==> src/afecr_pkg.sv <==
// Shared constants and types for the analog front end configuration bank
package afecr_pkg;

  // Register indices; byte address is four times the index
  localparam logic [15:0] IDX_OFS_CAL = 16'h0701;
  localparam logic [15:0] IDX_REF_SEL = 16'h18A6;
  localparam logic [15:0] IDX_CM_BUF = 16'h18E3;
  localparam logic [15:0] IDX_TDIODE = 16'h18E6;
  localparam logic [15:0] IDX_COUPLING = 16'h1908;
  localparam logic [15:0] IDX_FULL_SCALE = 16'h1910;

  // Bus geometry
  localparam int ADDR_W_MIN = 15;
  localparam int IDX_LSB = 2;
  localparam int REG_W = 8;
  localparam int DATA_W = 32;

  // Reset values
  localparam logic [7:0] RST_OFS_CAL = 8'h06;
  localparam logic [0:0] RST_REF_SEL = 1'h0;
  localparam logic [0:0] RST_CM_EN = 1'h0;
  localparam logic [5:0] RST_CM_SET = 6'h00;
  localparam logic [7:0] RST_TDIODE = 8'h00;
  localparam logic [0:0] RST_DC_CPL = 1'h0;
  localparam logic [3:0] RST_FULL_SCALE = 4'hD;

  // Offset calibration codes
  localparam logic [7:0] OFS_CAL_DISABLE = 8'h06;
  localparam logic [7:0] OFS_CAL_ENABLE = 8'h86;

  // Field positions
  localparam int POS_REF_SEL = 0;
  localparam int POS_CM_EN = 6;
  localparam int POS_CM_SET_LSB = 0;
  localparam int CM_SET_W = 6;
  localparam int POS_DC_CPL = 2;
  localparam int POS_FS_LSB = 0;
  localparam int FS_W = 4;

  // Temperature diode code layout
  localparam logic [7:0] TD_CENTRAL_BASE = 8'h00;
  localparam logic [7:0] TD_CORE_BASE = 8'h40;
  localparam logic [7:0] TD_PIN_MASK = 8'h03;

  // Reference pin routing of the diode
  typedef enum logic [1:0] {
    PIN_HIGHZ = 2'b00,
    PIN_DIODE_1X = 2'b01,
    PIN_DIODE_20X = 2'b10,
    PIN_GROUND = 2'b11
  } afecr_pin_t;

  // Bus slave states
  typedef enum logic [1:0] {
    ST_IDLE = 2'b00,
    ST_ACCESS = 2'b01,
    ST_DONE = 2'b10
  } afecr_state_t;

endpackage : afecr_pkg

==> src/afecr_diode_route.sv <==
// Decoder of the temperature diode routing code
`timescale 1ns/1ns
`default_nettype none

module afecr_diode_route (
  input wire logic [7:0] code,
  output logic coreSel,
  output afecr_pkg::afecr_pin_t pinMode,
  output logic codeValid
);

  logic [7:0] base;

  always_comb begin
    base = code & ~afecr_pkg::TD_PIN_MASK;
    coreSel = 1'b0;
    pinMode = afecr_pkg::PIN_HIGHZ;
    codeValid = 1'b0;
    if (base == afecr_pkg::TD_CENTRAL_BASE) begin
      // Central diode, four pin outcomes
      coreSel = 1'b0;
      pinMode = afecr_pkg::afecr_pin_t'(code[1:0]);
      codeValid = 1'b1;
    end else if (base == afecr_pkg::TD_CORE_BASE) begin
      // Converter core diode, same order
      coreSel = 1'b1;
      pinMode = afecr_pkg::afecr_pin_t'(code[1:0]);
      codeValid = 1'b1;
    end
  end

endmodule : afecr_diode_route

`default_nettype wire

==> src/afecr_regs.sv <==
// Analog front end configuration register bank with APB slave
//
// The APB interface to the registers was decided locally.
`timescale 1ns/1ns
`default_nettype none

module afecr_regs #(
  parameter int ADDR_W = 16
) (
  input wire logic clk_sys,
  input wire logic nrst,
  input wire logic psel,
  input wire logic penable,
  input wire logic pwrite,
  input wire logic [ADDR_W-1:0] paddr,
  input wire logic [31:0] pwdata,
  input wire logic [3:0] pstrb,
  output logic [31:0] prdata,
  output logic pready,
  output logic pslverr,
  output logic [7:0] offsetCalCode,
  output logic offsetCalEn,
  output logic offsetCalCodeValid,
  output logic extRefSel,
  output logic commonModeVoltageBufEn,
  output logic [5:0] commonModeVoltageSetting,
  output logic diodeCoreSel,
  output logic [1:0] refPinMode,
  output logic diodeCodeValid,
  output logic dcCouplingEn,
  output logic [3:0] fullScaleSel
);

  // Elaboration check on address width
  if (ADDR_W < afecr_pkg::ADDR_W_MIN) begin : gChkAddr
    $error("afecr_regs: ADDR_W too small for the register map");
  end

  typedef struct packed {
    afecr_pkg::afecr_state_t st;
    logic [31:0] rdata;
    logic err;
    logic [7:0] ofsCal;
    logic calEn;
    logic calValid;
    logic refSel;
    logic cmEn;
    logic [5:0] cmSet;
    logic [7:0] tdiode;
    logic tdCore;
    logic [1:0] tdPin;
    logic tdValid;
    logic dcCpl;
    logic [3:0] fsSel;
  } afecr_regs_t;

  afecr_regs_t state_r;
  afecr_regs_t state_nxt;

  // Address decode
  logic [ADDR_W-1:0] idxFull;
  logic [15:0] idx;
  logic aligned;
  logic hitOfs;
  logic hitRef;
  logic hitCm;
  logic hitTd;
  logic hitCpl;
  logic hitFs;
  logic mapped;

  // Diode decoder result
  logic decCore;
  afecr_pkg::afecr_pin_t decPin;
  logic decValid;

  logic wrEn;
  logic [7:0] wByte;
  logic [7:0] tdNext;

  assign idxFull = paddr >> afecr_pkg::IDX_LSB;
  assign idx = 16'(idxFull);
  assign aligned = (paddr[1:0] == 2'h0);

  assign hitOfs = aligned && (idx == afecr_pkg::IDX_OFS_CAL);
  assign hitRef = aligned && (idx == afecr_pkg::IDX_REF_SEL);
  assign hitCm = aligned && (idx == afecr_pkg::IDX_CM_BUF);
  assign hitTd = aligned && (idx == afecr_pkg::IDX_TDIODE);
  assign hitCpl = aligned && (idx == afecr_pkg::IDX_COUPLING);
  assign hitFs = aligned && (idx == afecr_pkg::IDX_FULL_SCALE);

  assign mapped = hitOfs | hitRef | hitCm | hitTd | hitCpl | hitFs;

  // Write commits at the completing edge, low lane only
  assign wrEn = (state_r.st == afecr_pkg::ST_ACCESS) && psel && penable && pwrite && mapped
                && pstrb[0];
  assign wByte = pwdata[7:0];

  // Diode code to be stored, decoded apart from the state copy
  assign tdNext = (wrEn && hitTd) ? wByte : state_r.tdiode;

  // Read data for the addressed register; unused bits zero
  function automatic logic [31:0] readMux(
    input afecr_regs_t s,
    input logic hOfs,
    input logic hRef,
    input logic hCm,
    input logic hTd,
    input logic hCpl,
    input logic hFs
  );
    logic [31:0] d;
    d = 32'h0000_0000;
    if (hOfs) begin
      d[7:0] = s.ofsCal;
    end
    if (hRef) begin
      d[afecr_pkg::POS_REF_SEL] = s.refSel;
    end
    if (hCm) begin
      d[afecr_pkg::POS_CM_EN] = s.cmEn;
      d[afecr_pkg::POS_CM_SET_LSB +: afecr_pkg::CM_SET_W] = s.cmSet;
    end
    if (hTd) begin
      d[7:0] = s.tdiode;
    end
    if (hCpl) begin
      d[afecr_pkg::POS_DC_CPL] = s.dcCpl;
    end
    if (hFs) begin
      d[afecr_pkg::POS_FS_LSB +: afecr_pkg::FS_W] = s.fsSel;
    end
    return d;
  endfunction : readMux

  afecr_diode_route uDiode (
    .code(tdNext),
    .coreSel(decCore),
    .pinMode(decPin),
    .codeValid(decValid)
  );

  always_comb begin
    state_nxt = state_r;

    // Bus slave sequencing
    case (state_r.st)
      afecr_pkg::ST_IDLE: begin
        if (psel && !penable) begin
          state_nxt.st = afecr_pkg::ST_ACCESS;
          state_nxt.rdata = pwrite ? 32'h0000_0000 :
            readMux(state_r, hitOfs, hitRef, hitCm, hitTd, hitCpl, hitFs);
          state_nxt.err = !mapped;
        end
      end
      afecr_pkg::ST_ACCESS: begin
        if (psel && penable) begin
          state_nxt.st = afecr_pkg::ST_DONE;
        end else if (!psel) begin
          state_nxt.st = afecr_pkg::ST_IDLE;
        end
      end
      afecr_pkg::ST_DONE: begin
        state_nxt.rdata = 32'h0000_0000;
        state_nxt.err = 1'b0;
        if (psel && !penable) begin
          // Back-to-back setup
          state_nxt.st = afecr_pkg::ST_ACCESS;
          state_nxt.rdata = pwrite ? 32'h0000_0000 :
            readMux(state_r, hitOfs, hitRef, hitCm, hitTd, hitCpl, hitFs);
          state_nxt.err = !mapped;
        end else begin
          state_nxt.st = afecr_pkg::ST_IDLE;
        end
      end
      default: begin
        state_nxt.st = afecr_pkg::ST_IDLE;
      end
    endcase

    // Register writes; reserved bits are never stored
    if (wrEn) begin
      if (hitOfs) begin
        state_nxt.ofsCal = wByte;
      end
      if (hitRef) begin
        state_nxt.refSel = wByte[afecr_pkg::POS_REF_SEL];
      end
      if (hitCm) begin
        state_nxt.cmEn = wByte[afecr_pkg::POS_CM_EN];
        state_nxt.cmSet = wByte[afecr_pkg::POS_CM_SET_LSB +: afecr_pkg::CM_SET_W];
      end
      if (hitTd) begin
        state_nxt.tdiode = wByte;
      end
      if (hitCpl) begin
        state_nxt.dcCpl = wByte[afecr_pkg::POS_DC_CPL];
      end
      if (hitFs) begin
        state_nxt.fsSel = wByte[afecr_pkg::POS_FS_LSB +: afecr_pkg::FS_W];
      end
    end

    // Calibration runs only on the enable code
    state_nxt.calEn = (state_nxt.ofsCal == afecr_pkg::OFS_CAL_ENABLE);
    state_nxt.calValid = state_nxt.calEn ||
      (state_nxt.ofsCal == afecr_pkg::OFS_CAL_DISABLE);

    // Diode routing follows the stored code
    state_nxt.tdCore = decCore;
    state_nxt.tdPin = decPin;
    state_nxt.tdValid = decValid;

    // Reset to documented values
    if (!nrst) begin
      state_nxt.st = afecr_pkg::ST_IDLE;
      state_nxt.rdata = 32'h0000_0000;
      state_nxt.err = 1'b0;
      state_nxt.ofsCal = afecr_pkg::RST_OFS_CAL;
      state_nxt.calEn = 1'b0;
      state_nxt.calValid = 1'b1;
      state_nxt.refSel = afecr_pkg::RST_REF_SEL;
      state_nxt.cmEn = afecr_pkg::RST_CM_EN;
      state_nxt.cmSet = afecr_pkg::RST_CM_SET;
      state_nxt.tdiode = afecr_pkg::RST_TDIODE;
      state_nxt.tdCore = 1'b0;
      state_nxt.tdPin = afecr_pkg::PIN_HIGHZ;
      state_nxt.tdValid = 1'b1;
      state_nxt.dcCpl = afecr_pkg::RST_DC_CPL;
      state_nxt.fsSel = afecr_pkg::RST_FULL_SCALE;
    end
  end

  always_ff @(posedge clk_sys) begin
    state_r <= state_nxt;
  end

  // Bus answers: zero wait states
  assign pready = (state_r.st == afecr_pkg::ST_ACCESS) && psel && penable;
  assign pslverr = pready && state_r.err;
  assign prdata = state_r.rdata;

  // Analog control outputs
  assign offsetCalCode = state_r.ofsCal;
  assign offsetCalEn = state_r.calEn;
  assign offsetCalCodeValid = state_r.calValid;
  assign extRefSel = state_r.refSel;
  assign commonModeVoltageBufEn = state_r.cmEn;
  assign commonModeVoltageSetting = state_r.cmSet;
  assign diodeCoreSel = state_r.tdCore;
  assign refPinMode = state_r.tdPin;
  assign diodeCodeValid = state_r.tdValid;
  assign dcCouplingEn = state_r.dcCpl;
  assign fullScaleSel = state_r.fsSel;

endmodule : afecr_regs

`default_nettype wire

==> config.mk <==
export PLATFORM = sky130hd
export DESIGN_NAME = afecr_regs
export DESIGN_NICKNAME = d
export VERILOG_FILES = /design/src/afecr_pkg.sv /design/src/afecr_diode_route.sv /design/src/afecr_regs.sv
export SDC_FILE = /design/constraint.sdc
export NUM_CORES = 1
export LEC_CHECK = 0
export ABC_CLOCK_PERIOD_IN_PS = 2700
export BUFFER_PORTS_ARGS = -buffer_cell sky130_fd_sc_hd__buf_2
export CORE_UTILIZATION = 45
export CTS_CLUSTER_SIZE = 30
export DETAILED_ROUTE_END_ITERATION = 12
export PLACE_DENSITY = 0.74
export SLEW_MARGIN = 40
export SYNTH_ARGS = -nofsm -noshare
export SYNTH_HDL_FRONTEND = slang
export SYNTH_SLANG_ARGS = --single-unit
==> constraint.sdc <==
create_clock -name clk_sys -period 2.7 [get_ports clk_sys]
set_clock_uncertainty 0.05 [all_clocks]
set_input_delay 0.54 -clock clk_sys [delete_from_list [all_inputs] [get_ports clk_sys]]
set_output_delay 0.54 -clock clk_sys [all_outputs]
set_load 0.1 [all_outputs]
* After elaboration in Yosys (flattened, before gate mapping) *
Cells that the tools add are included.

word-level totals
  logic and storage cells = 84
  memories = 0
  memory bits (writable) = 0
  bits in registers = 70
  output and inout bits = 61
  latch bits = 0
  memory bits (read-only) = 0
  input port bits = 57

operators by class
  mux-type cells = 20
  div/mod/pow operators = 0
  $add $sub $neg = 0
  $lt $le $gt $ge = 0
  multiply operators = 0
  eq/ne operators = 13
  bitwise logic cells = 6
  reductions and logical operators = 30
  shift-type cells = 0

operators with widths
  cell                  number
  $eq 14x13->1 const B  5
  $pmux 33 s2           1
  $mux 8                6
  $mux 35               1
  $logic_and 1x1->1     15
  $eq 14x11->1 const B  1
  $reduce_and 2->1      7
  $mux 9                1
  $eq 8x3->1 const B    1
  $eq 8x8->1 const B    1
  $logic_not 8->1       1
  $mux 2                4
  $mux 7                1
  $eq 6x5->1 const B    1
  $pmux 2 s3            1
  $or 1x1->1            5
  $logic_not 2->1       2
  $mux 1                4
  $mux 4                1
  $ne 3x2->1 const B    1
  $eq 2x1->1 const B    1
  $eq 2x2->1 const B    1
  $logic_not 1->1       2
  $ne 2x2->1 const B    1
  other kinds (4)       4

* Logic depth before layout (Yosys ltp) *
  depth after elaboration = 14
  gate-level depth with buffers = 8
  gate-level depth less buffers = 5

* Modules after synthesis *
A second synthesis with hierarchy kept.

second synthesis, totals
  cells, all modules = 305
  area, all modules = 2645.0 um2

modules (own cells, without submodules)
  module             area each (um2)  cells an instance  seq. area each (um2)  times used
  afecr_regs         2592.5           297                920.9                 1
  afecr_diode_route  52.6             8                  0.0                   1

* Worst setup path before layout *
OpenSTA, ideal clock, no wires.

  kind = in2out
  from = input port penable
  to = output port pslverr
  stages on the path = 2
  required time = 2.110 ns
  arrival = 2.295 ns
  path buffers = 0
  setup slack = -0.185 ns
  path through = and4b_1 and2_1

on the way
  cells in the longest elaborated chain, start to end = 2

RTL lines
  what                line               source
  start: declaration  afecr_regs.sv:13   input wire logic penable,
  $logic_and 1x1->1   afecr_regs.sv:239  assign pready = (state_r.st == afecr_pkg::ST_ACCESS) && psel && penable;
  $logic_and 1x1->1   afecr_regs.sv:240  assign pslverr = pready && state_r.err;
  end: declaration    afecr_regs.sv:20   output logic pslverr,

Every way passes these cells.

* Worst setup path in the final report *
  from = input port paddr[1]
  to = register state_r, in the netlist prdata[2]

on the way
  cells in the longest elaborated chain, start to end = 10
  elaborated cells on any way between the ends = 15
  classes of those cells = 9 x mux; 6 x reduce/logical

RTL lines
  what                               line                                  source
  start: declaration                 afecr_regs.sv:15                      input wire logic [ADDR_W-1:0] paddr,
  $logic_not 2->1 *                  afecr_regs.sv:83                      assign aligned = (paddr[1:0] == 2'h0);
  $logic_and 1x1->1                  afecr_regs.sv:85                      assign hitOfs = aligned && (idx == afecr_pkg::IDX_OFS_CAL);
  $mux 8                             afecr_regs.sv:114                     if (hOfs) begin
  $mux 7                             afecr_regs.sv:120                     if (hCm) begin
  $mux 8                             afecr_regs.sv:124                     if (hTd) begin
  $mux 1                             afecr_regs.sv:127                     if (hCpl) begin
  $mux 4 *                           afecr_regs.sv:130                     if (hFs) begin
  $mux 8 *                           afecr_regs.sv:169                     state_nxt.rdata = pwrite ? 32'h0000_0000 :
  $mux 9 or $mux 35 (tied branches)  afecr_regs.sv:166, afecr_regs.sv:149
  $pmux 33 s2 *                      afecr_regs.sv:147                     case (state_r.st)
  end signal: assignment             afecr_regs.sv:235                     state_r <= state_nxt;
  end: declaration                   afecr_regs.sv:57                      afecr_regs_t state_r;

Mark *: on every way between the ends. The rest lies on a longest branch, timed or not. The select of a mux whose other input is x is not followed.
A chain may end at the register's enable or synchronous reset.

==> out/metrics.csv <==
stage;metric;value;unit
run_status;run_status;completed;
layout;nFillCells;536;
sta;slew_viol_final;0;
layout;num-nets-final;395;
placed_design;portBuffers;66;
sta;worstMarginPinSlew;0.5241;ns
sta;setup_violations;0;
critical_path;crit_chain;buf_2 -> or4_4 -> or3_1 -> nor4b_1 -> a211oi_1 -> o31ai_1;
critical_path;end_kind;flip-flop;
clocking;cts_htree_levels;2;
critical_path;start_kind;input port;
die;io-pin-count;118;
global_route;overflow;0;
detailed_routing;drt_drc_violations_left;0;
clocking;postCtsHoldBufs;0;
global_route;grt_max_degree;34;
detailed_routing;vias_per_cell;5.240;
clocking;clock_latency;0.29;ns
sta;rsz0062_at_grt;no;
placed_design;dp.cells;403;
worst_hold_path;min_path_type;reg2reg;
layout;final_common_cell;buf_2;
power;peakVddDrop;0.3999;mV
layout;antenna_cells_inserted;0;
yosys;seq_area_frac_synth;0.3561;
detailed_routing;wl_per_cell;13.79;microns
clocking;cts_tree;built;
global_route;grtUsageTotal;0.1899;
yosys;synth_edf_count;0;
layout;layout-drive-gt1-share;0.2611;
critical_path;crit_path_top_delay_cell;or4_4;
layout;final_cell_mix;66 x buf_2, 46 x dfxtp_1, 24 x nand2_1, 24 x mux2i_1, 24 x conb_1;
yosys;synthTopCellsByArea;dfxtp_1 36%, buf_4 15%, mux2i_1 9.3%;
layout;fin_util;0.5094;
sta;period_needed;2.229;ns
placed_design;hpwl;4360;microns
clocking;postCtsSetupBuffers;0;
critical_path;ff2ff_setup_slack;0.92;ns
yosys;avgSynthCellArea;8.679;sq um
sta;max_freq;0.4486;GHz
placed_design;gp_congestion;0.8657;
yosys;syn_inst;298;
clocking;clkTransAtPathRegs;0.08;ns
yosys;syn-cell-area;2586;sq um
yosys;yosys_warnings;0;
clocking;cts_resized;0;
global_route;grt_pass1_wl;9073;microns
global_route;grt_pass1_vias;1929;
clocking;numCtsBuffers;5;
sta;fin_crit_sh;0.8255;
critical_path;path_class;in2reg;
layout;fin_cells;409;
die;dieHeight;77.81;microns
sta;tns;0;ns
critical_path;critPathMaxStageDelay;0.53;ns
die;initial_utilization;0.4697;
clocking;cts.sink_count;46;
die;rows;27;
yosys;synth_cell_type_count;46;
sta;hold_viol;0;
yosys;async_flop_share;0;
critical_path;crit_arrival;2.39;ns
detailed_routing;firstDrtPassIters;4;
layout;syn_to_final_growth;8.466;%
power;p_per_area;470.3;nW/um^2
die;die-width;77.81;microns
detailed_routing;ant_nets;0;
yosys;synth_top_area_share;0.3561;
clocking;cts_buffer_depth;2;
detailed_routing;drt_iter0_markers;85;
job;cap_violations;0;
detailed_routing;routed_wl;5639;microns
global_route;grt_antenna_before_repair;0;
sta;max-slew-margin-rel;0.6506;
yosys;ys_ff_latch;46;
detailed_routing;num_vias;2143;
critical_path;cp_max_fo;9;
die;core;5507;sq um
yosys;synth_ff_type;dfxtp_1;
power;p_leak;1.254;nW
yosys;synth.largest_area_cell;dfxtp_1;
die;die_area;6054;sq um
critical_path;cp.required;2.87;ns
clocking;cts-root-buf;clkbuf_8;
final timing paths:
check,from,to,cells after the start
max,paddr[1],prdata[2],6
min,state_r[69],state_r[68],1
max reg2reg,state_r[68],diodeCodeValid,7
min reg2reg,state_r[69],state_r[68],1
cell type report:
type,count,area (sq um),share of cell area
inverter,2,7.507,0.002676
sequential,46,920.9,0.3283
tap,72,90.09,0.03211
timing repair buffer,76,405.4,0.1445
multi-input combinational,207,1299,0.4630
clock buffer,6,82.58,0.02944
state kept, by name, summed over array words and instances, names as in the netlist:
name                      cells
state_r                      11
commonModeVoltageSetting      6
offsetCalCode                 8
extRefSel                     1
commonModeVoltageBufEn        1
fullScaleSel                  4
dcCouplingEn                  1
diodeCoreSel                  1
prdata                        8
offsetCalEn                   1
refPinMode                    2
diodeCodeValid                1
offsetCalCodeValid            1
power breakdown:
| part | leakage, nW | total (mW) | switching, mW | internal [mW] |
|---|---|---|---|---|
| clock | 0.0431 | 0.405 | 0.207 | 0.197 |
| sequential | 0.371 | 0.681 | 0.00107 | 0.680 |
| combinational | 0.840 | 0.234 | 0.197 | 0.0373 |
| total | 1.25 | 1.32 | 0.405 | 0.914 |
worst max-delay path: cells and delay by family:
family | cells | cell delay [ns]
compound gates | 2 | 0.29
buf+inv | 1 | 0.10
simple gates | 3 | 1.45
metrics by stage:
step | total power, mW | setup slack [ns] | instance area (sq um) | hold WS (ns)
detailed placement | 0.9295 | 0.1904 | 2723 | 0.3881
global route | 1.369 | 0.3491 | 2805 | 0.4191
finish | 1.319 | 0.4711 | 2805 | 0.3961
global placement | 0.9276 | 0.2137 | 2723 | 0.3770
CTS | 1.329 | 0.4938 | 2805 | 0.3992
floorplan | 0.9106 | 0.2326 | 2675 | 0.3690
logic make-up (layout without fill, tap and decap cells):
group / Yosys count / after routing / share of synthesized area
flip-flops: 46 / 46 / 0.3561
AND/OR/NAND/NOR: 115 / 115 / 0.2637
AO/OA/AOI/OAI: 44 / 44 / 0.1098
multiplexers: 24 / 24 / 0.09289
buffers and inverters: 68 / 84 / 0.1761
other: 1 / 24 / 0.001450
synthesized netlist by cell type (3+ instances only):
cell type / number
nand3_1: 13
nor3_1: 6
o21ai_1: 4
or4_1: 3
nand4_1: 6
nor4b_1: 4
nor2_1: 8
o21ai_0: 8
buf_2: 4
a21boi_0: 5
and2_1: 5
nor2b_1: 21
a22oi_1: 7
nand2_1: 24
buf_4: 52
dfxtp_1: 46
clkbuf_1: 9
a21oi_1: 9
mux2i_1: 24
or3_1: 4
nor4bb_1: 3
routing by layer:
layer	GRT usage	part of all wire
met2	0.3372	0.49
met4	0.03962	0.0069
met3	0.03529	0.057
met1	0.2370	0.45
met5	0	0
(Power assumes the default switching activity.)
